$ cat config.mk
export PLATFORM = sky130hd
export DESIGN_NAME = spfrd_top
export DESIGN_NICKNAME = d
export VERILOG_FILES = /design/src/spfrd_pkg.sv /design/src/spfrd_top.sv
export SDC_FILE = /design/constraint.sdc
export NUM_CORES = 1
export LEC_CHECK = 0
export ABC_AREA = 0
export BUFFER_PORTS_ARGS = -buffer_cell sky130_fd_sc_hd__buf_4
export CAP_MARGIN = 20
export CORE_MARGIN = 2
export CORE_UTILIZATION = 50
export DETAILED_ROUTE_END_ITERATION = 6
export PLACE_DENSITY = 0.77
export SLEW_MARGIN = 30
export SYNTH_ARGS = -nofsm -noshare
export SYNTH_HDL_FRONTEND = slang
export SYNTH_SLANG_ARGS = --single-unit
export TNS_END_PERCENT = 30
$ cat constraint.sdc
create_clock -name clk -period 2.35 [get_ports clk]
set_input_delay 0.235 -clock clk [delete_from_list [all_inputs] [get_ports clk]]
set_output_delay 0.235 -clock clk [all_outputs]
set_load 0.005 [all_outputs]
$ cat src/spfrd_pkg.sv
package spfrd_pkg;
   // ---------------------------------------------------------------
   // frame layout
   // ---------------------------------------------------------------
   localparam int FRAME_BITS = 16;
   localparam int ADDR_MSB = 15;
   localparam int ADDR_LSB = 12;
   localparam int DATA_MSB = 5;
   localparam int DATA_LSB = 0;
   localparam int FAULT_BITS = 12;
   localparam int CHANNELS = 6;
   localparam int GROUP_LO = 0;
   localparam int GROUP_HI = 3;
   localparam int RETRY_BIT = 2;
   // ---------------------------------------------------------------
   // register addresses, reset values
   // ---------------------------------------------------------------
   localparam logic [3:0] ADDR_GATE = 4'h0;
   localparam logic [3:0] ADDR_RESPONSE = 4'h1;
   localparam logic [3:0] ADDR_RETRY = 4'h2;
   localparam logic [3:0] ADDR_MASK = 4'h3;
   localparam logic [5:0] REG_RESET = 6'h00;
   localparam logic [3:0] REPLY_TOP = 4'h0;
   // ---------------------------------------------------------------
   // timing
   // ---------------------------------------------------------------
   localparam int CLK_HZ = 40_000_000;
   localparam int RETRY_SHORT_MS = 10;
   localparam int RETRY_LONG_MS = 40;
   localparam int RETRY_SHORT_CYC = CLK_HZ / 1000 * RETRY_SHORT_MS;
   localparam int RETRY_LONG_CYC = CLK_HZ / 1000 * RETRY_LONG_MS;
   localparam int RETRY_W = 21;
   // ---------------------------------------------------------------
   // types
   // ---------------------------------------------------------------
   typedef struct packed {
      logic [5:0] gate_on_select;
      logic [5:0] shorted_load_response;
      logic [5:0] retry_time_and_threshold;
      logic [5:0] flag_mask;
   } spfrd_cfg_t;

   typedef struct packed {
      logic chip_select_n;
      logic sclk;
      logic si;
   } spfrd_spi_t;
endpackage : spfrd_pkg

$ cat src/spfrd_top.sv
`timescale 1ns/1ps
// Operation
// RULE1 - reply: zero top nibble, twelve fault bits
// RULE2 - command splits into address and data
// RULE3 - address top four bits, data low six
// RULE4 - host keeps frame top bit zero
// RULE5 - address zero holds gate select bits
// RULE6 - gate also gated by reset, enables, short
// RULE7 - gate select bits reset to zero
// RULE8 - address one holds latch-off or retry mode
// RULE9 - response mode bits reset to zero
// RULE10 - address two: two three-bit channel groups
// RULE11 - low two bits pick shorted-load threshold
// RULE12 - upper group bit picks 10/40 ms retry
// RULE13 - commit only at select rise, valid frame
// RULE14 - address three holds flag mask, reset zero
// RULE15 - top address bit set stores nothing
// RULE16 - gate high: enables, no short, input or select
// RULE17 - bits eleven to six ignored
// RULE18 - write replaces whole addressed register
module spfrd_top
   import spfrd_pkg::*;
#(
   parameter int RETRY_SHORT = RETRY_SHORT_CYC,
   parameter int RETRY_LONG = RETRY_LONG_CYC
) (
   // clock and reset
   input wire logic clk,
   input wire logic resetn,
   // serial link pins
   input wire spfrd_spi_t spi_in,
   output logic so_q,
   output logic so_oe_n_q,
   // enables and parallel inputs
   input wire logic soft_reset_enable,
   input wire logic output_disable_enable,
   input wire logic [5:0] parallel_in,
   // fault side
   input wire logic [11:0] fault_data,
   input wire logic [5:0] shorted_load_state,
   // gate and configuration outputs
   output logic [5:0] gate_drive_out_q,
   output spfrd_cfg_t cfg_q,
   output logic [1:0] fault_threshold_lo_q,
   output logic [1:0] fault_threshold_hi_q,
   output logic [RETRY_W-1:0] retry_period_lo_q,
   output logic [RETRY_W-1:0] retry_period_hi_q,
   output logic frame_error_q
);
   // ---------------------------------------------------------------
   // pin synchronisers
   // ---------------------------------------------------------------
   spfrd_spi_t spi_m_q, spi_s_q, spi_p_q;
   logic [7:0] pin_m_q, pin_s_q;
   logic soft_reset_enable_s, output_disable_enable_s;
   logic [5:0] par_s;

   always_ff @(posedge clk) begin
      if (!resetn) begin
         spi_m_q <= '{chip_select_n: 1'b1, sclk: 1'b0, si: 1'b0};
         spi_s_q <= '{chip_select_n: 1'b1, sclk: 1'b0, si: 1'b0};
         spi_p_q <= '{chip_select_n: 1'b1, sclk: 1'b0, si: 1'b0};
         pin_m_q <= 8'h00;
         pin_s_q <= 8'h00;
      end else begin
         spi_m_q <= spi_in;
         spi_s_q <= spi_m_q;
         spi_p_q <= spi_s_q;
         pin_m_q <= {soft_reset_enable, output_disable_enable, parallel_in};
         pin_s_q <= pin_m_q;
      end
   end

   assign soft_reset_enable_s = pin_s_q[7];
   assign output_disable_enable_s = pin_s_q[6];
   assign par_s = pin_s_q[5:0];

   logic sclk_rise, sclk_fall, cs_fall, cs_rise;
   assign sclk_rise = spi_s_q.sclk & ~spi_p_q.sclk & ~spi_s_q.chip_select_n;
   assign sclk_fall = ~spi_s_q.sclk & spi_p_q.sclk & ~spi_s_q.chip_select_n;
   assign cs_fall = ~spi_s_q.chip_select_n & spi_p_q.chip_select_n;
   assign cs_rise = spi_s_q.chip_select_n & ~spi_p_q.chip_select_n;

   // ---------------------------------------------------------------
   // receive shift and frame length check
   // ---------------------------------------------------------------
   logic [15:0] rx_q;
   logic [3:0] cnt_q;
   logic full_q;
   logic frame_ok;

   always_ff @(posedge clk) begin
      if (!resetn) begin
         rx_q <= 16'h0000;
         cnt_q <= 4'h0;
         full_q <= 1'b0;
      end else if (cs_fall) begin
         cnt_q <= 4'h0;
         full_q <= 1'b0;
      end else if (sclk_rise) begin
         rx_q <= {rx_q[14:0], spi_s_q.si};
         cnt_q <= cnt_q + 4'h1;
         if (cnt_q == 4'hF)
            full_q <= 1'b1;
      end
   end

   // whole multiple of sixteen: rx holds the last complete word
   assign frame_ok = full_q && (cnt_q == 4'h0);

   always_ff @(posedge clk) begin
      if (!resetn)
         frame_error_q <= 1'b0;
      else if (cs_rise)
         frame_error_q <= ~frame_ok;
   end

   // ---------------------------------------------------------------
   // command decode
   // ---------------------------------------------------------------
   logic [3:0] cmd_addr;
   logic [5:0] cmd_data;
   logic commit;

   assign cmd_addr = rx_q[ADDR_MSB:ADDR_LSB]; // RULE2 RULE3
   assign cmd_data = rx_q[DATA_MSB:DATA_LSB]; // RULE3 RULE17
   assign commit = cs_rise & frame_ok; // RULE13

   // full decode: frame top bit set or null addresses store nothing
   always_ff @(posedge clk) begin
      if (!resetn) begin
         cfg_q <= '{REG_RESET, REG_RESET, REG_RESET, REG_RESET}; // RULE7 RULE9 RULE10 RULE14
      end else begin
         if (!soft_reset_enable_s)
            cfg_q.gate_on_select <= REG_RESET; // RULE6
         else if (commit && cmd_addr == ADDR_GATE) // RULE15
            cfg_q.gate_on_select <= cmd_data; // RULE5 RULE18
         if (commit && cmd_addr == ADDR_RESPONSE)
            cfg_q.shorted_load_response <= cmd_data; // RULE8 RULE18
         if (commit && cmd_addr == ADDR_RETRY)
            cfg_q.retry_time_and_threshold <= cmd_data; // RULE10 RULE18
         if (commit && cmd_addr == ADDR_MASK)
            cfg_q.flag_mask <= cmd_data; // RULE14 RULE18
      end
   end

   // ---------------------------------------------------------------
   // threshold and retry period per group
   // ---------------------------------------------------------------
   logic [5:0] rtt;
   assign rtt = cfg_q.retry_time_and_threshold;

   always_ff @(posedge clk) begin
      if (!resetn) begin
         fault_threshold_lo_q <= 2'h0;
         fault_threshold_hi_q <= 2'h0;
         retry_period_lo_q <= RETRY_W'(RETRY_SHORT);
         retry_period_hi_q <= RETRY_W'(RETRY_SHORT);
      end else begin
         // 00/01/10/11 = 25/50/75/100 percent of the reference
         fault_threshold_lo_q <= rtt[GROUP_LO+1:GROUP_LO]; // RULE11
         fault_threshold_hi_q <= rtt[GROUP_HI+1:GROUP_HI]; // RULE11
         retry_period_lo_q <= rtt[GROUP_LO+RETRY_BIT] ?
            RETRY_W'(RETRY_LONG) : RETRY_W'(RETRY_SHORT); // RULE12
         retry_period_hi_q <= rtt[GROUP_HI+RETRY_BIT] ?
            RETRY_W'(RETRY_LONG) : RETRY_W'(RETRY_SHORT); // RULE12
      end
   end

   // ---------------------------------------------------------------
   // gate drive
   // ---------------------------------------------------------------
   always_ff @(posedge clk) begin
      if (!resetn)
         gate_drive_out_q <= 6'h00; // RULE6
      else
         gate_drive_out_q <= {6{soft_reset_enable_s & output_disable_enable_s}} & ~shorted_load_state
            & (par_s | cfg_q.gate_on_select); // RULE16 RULE6
   end

   // ---------------------------------------------------------------
   // reply shift
   // ---------------------------------------------------------------
   logic [15:0] tx_q;

   always_ff @(posedge clk) begin
      if (!resetn) begin
         tx_q <= 16'h0000;
         so_q <= 1'b0;
         so_oe_n_q <= 1'b1;
      end else begin
         so_oe_n_q <= spi_s_q.chip_select_n;
         if (cs_fall) begin
            tx_q <= {REPLY_TOP, fault_data}; // RULE1
            so_q <= REPLY_TOP[3]; // RULE1
         end else if (sclk_fall) begin
            tx_q <= {tx_q[14:0], 1'b0};
            so_q <= tx_q[14];
         end
      end
   end
endmodule : spfrd_top

==> run_results.csv <==
group,metric,value,unit
cts,cts-root-buf,"clkbuf_8",
cts,clk_path_buf_depth,2,
cts,clk_latency,360,ps
yosys,yosys_warnings,0,
cts,htreeDepth,3,
timing,finalCriticalPeriod,1715,ps
min_path,hold_path.class,"in -> reg",
yosys,syn_area,0.003889,mm²
finish,nNetsFinal,500,
detailed_routing,wl_per_cell,11.57,µm
cts,holdBufCountCts,0,
timing,drv_slew,0,
detailed_routing,drt-total-wl,6.642,mm
critical_path,cp_max_fo,16,
cts,path_clk_slew,100,ps
finish,drive_gt1_share,23.31,%
cts,clock_sinks,100,
timing,finalCritPeriodShare,73.00,%
die,start_util,50.85,%
die,num_rows,32,
finish,antennaDiodeCount,0,
finish,area_growth,17.66,%
global_route,overflow,0,
timing,finClkSkew,13.77,ps
timing,slew_headroom,48.80,%
cts,cts_buffers,9,
detailed_routing,final_antenna_net_count,0,
detailed_routing,via_per_inst,4.594,
finish,final_area,0.004576,mm²
yosys,synth-seq-area-share,51.48,%
yosys,ys_types,33,
timing,setup_viol,0,
global_route,grt_pass1_vias,2387,
critical_path,setup.worst_path.class,"reg -> reg",
finish,fin_util,59.83,%
outcome,status,"finished clean",
die,die_w,92.19,µm
detailed_routing,drt-pass1-iter-count,4,
timing,fin_ws,634.5,ps
critical_path,arrival,1960,ps
yosys,synth-seq-cells,100,
global_route,antenna_found_initial,0,
timing,hold_viol,0,
cts,cts_tree,"yes",
global_route,grt_use_total,16.02,%
power_and_ir_drop,ir_drop,0.0003033,V
run,maxCapViolCount,0,
timing,tightest_slew,766.4,ps
critical_path,cp-start-kind,"flop",
yosys,synth_cells,401,
placement,placed_area,0.004402,mm²
finish,final_common_cell,"dfxtp_1",
power_and_ir_drop,total_power,2.837,mW
finish,final_cell_mix,"dfxtp_1, buf_4, nand2_1",
die,ios,110,
timing,rsz0062_at_grt,"no",
placement,preCtsSetupSlack,645.6,ps
critical_path,cp-end-kind,"flop",
die,die_h,92.19,µm
cts,cts_resized,0,
cts,post_cts_buffers,0,
global_route,grt_first_pass_wirelength,10.94,mm
power_and_ir_drop,power_density,620.0,mW/mm²
die,core_area,0.007647,mm²
detailed_routing,drt_iter0_markers,107,
placement,io_buffer_count,83,
detailed_routing,vias,2637,
detailed_routing,drc,0,
yosys,synth_area_per_cell,9.698,µm²
critical_path,cp.required,2590,ps
global_route,grt_start_max_net_pins,79,
finish,fillCellCount,649,
power_and_ir_drop,p_leak,2.033,nW
placement,dp_hpwl,4.631,mm
placement,gp_congestion,0.7717,
die,die_area,0.008499,mm²
timing,clock.fmax,0.5829,GHz
timing,tns,0,ps
-- synthesized netlist by cell type --
| cell | count | area, µm² |
|---|---|---|
| nor4_4 | 1 | 21.27 |
| xnor2_1 | 1 | 8.760 |
| nor2b_1 | 14 | 87.58 |
| o21bai_1 | 1 | 7.510 |
| a22oi_1 | 10 | 75.07 |
| inv_1 | 9 | 33.78 |
| nand4bb_4 | 1 | 27.53 |
| ha_1 | 2 | 25.02 |
| a41oi_1 | 1 | 8.760 |
| and2_1 | 33 | 206.5 |
| a21oi_1 | 2 | 10.01 |
| nand2_2 | 1 | 6.260 |
| nand2_1 | 72 | 270.3 |
| nand3_2 | 1 | 10.01 |
| clkbuf_1 | 13 | 48.80 |
| o2bb2ai_1 | 10 | 87.58 |
| a21boi_1 | 10 | 75.07 |
| nor3_1 | 6 | 30.03 |
| o22ai_1 | 1 | 6.260 |
| xor2_1 | 2 | 17.52 |
| buf_1 | 1 | 3.750 |
| o21ai_0 | 1 | 5.000 |
| nand2b_1 | 6 | 37.54 |
| buf_2 | 4 | 20.02 |
| nor2_1 | 17 | 63.81 |
| dfxtp_1 | 100 | 2002 |
| conb_1 | 2 | 7.510 |
| nand4_1 | 1 | 6.260 |
| nor3b_4 | 1 | 18.77 |
| mux2i_1 | 30 | 300.3 |
| nand3b_2 | 2 | 22.52 |
| a21boi_0 | 6 | 45.04 |
| buf_4 | 39 | 292.8 |
-- metal layers --
layer | up-vias | routed length (µm) | GRT usage [%]
met4 | 0 | 68 | 7.587
met1 | 1198 | 3182 | 21.40
met5 | - | 0 | 0
met2 | 66 | 3043 | 24.88
met3 | 5 | 348 | 3.287
li1 | 1368 | - | -
-- flip-flops by register name (all words and copies together), names as in the netlist, 2 cells and up --
name	flops
cfg_q	18
rx_q	16
tx_q	15
pin_m_q	8
pin_s_q	8
gate_drive_out_q	6
rtt	6
cnt_q	4
spi_m_q	3
spi_s_q	3
fault_threshold_hi_q	2
fault_threshold_lo_q	2
retry_period_hi_q	2
retry_period_lo_q	2
-- critical path, stage by stage, from the launching register on --
cell,delay (ps)
dfxtp_1,380
buf_4,200
nor3b_4,360
nand2b_1,390
nand2_1,160
a21boi_0,100
-- cells by family (layout without fill, tap and decap cells) --
family,Yosys count,count (layout),share of synthesized area [%]
AOI/OAI and AO/OA,42,42,8.237
and+or+nand+nor,156,156,20.79
buffers and inverters,66,113,10.26
DFF,100,100,51.48
other,2,26,0.1931
xor gates and xnor gates,3,3,0.6758
adders and majority gates,2,2,0.6434
muxes,30,30,7.722
-- final timing paths --
check / startpoint / to / slack, ps / cells after the start
worst max-delay path: spi_s_q[2]$_SDFF_PN1_ / rx_q[15]$_SDFFE_PN0P_ / 630 / 5
worst max register to register: spi_s_q[2]$_SDFF_PN1_ / rx_q[15]$_SDFFE_PN0P_ / 630 / 5
worst min register to register: spi_m_q[2]$_SDFF_PN1_ / spi_s_q[2]$_SDFF_PN1_ / 410 / 1
worst min-delay path: shorted_load_state[2] / gate_drive_out_q[2]$_SDFF_PN0_ / 20 / 2
-- final cells by class --
cell class	count	area, µm²	share of cell area [%]
tap	102	127.6	2.789
sequential	100	2002	43.75
inverter	9	33.78	0.7383
multi-input combinational	259	1578	34.48
timing repair buffer	88	660.6	14.44
clock buffer	10	127.6	2.789
clock inverter	6	46.29	1.012
-- power breakdown --
| part | switching, mW | internal (mW) |
|---|---|---|
| Clock | 0.584 | 0.395 |
| Combinational | 0.0604 | 0.0684 |
| Sequential | 0.0100 | 1.72 |
-- per-stage QoR --
step                hold WS, ps  cells
floorplan                 314.3    425
global placement          399.1    558
detailed placement        398.5    558
CTS                       6.763    574
global route              11.86    574
finish                    20.30    574
Power figures use the tool's default switching activity.
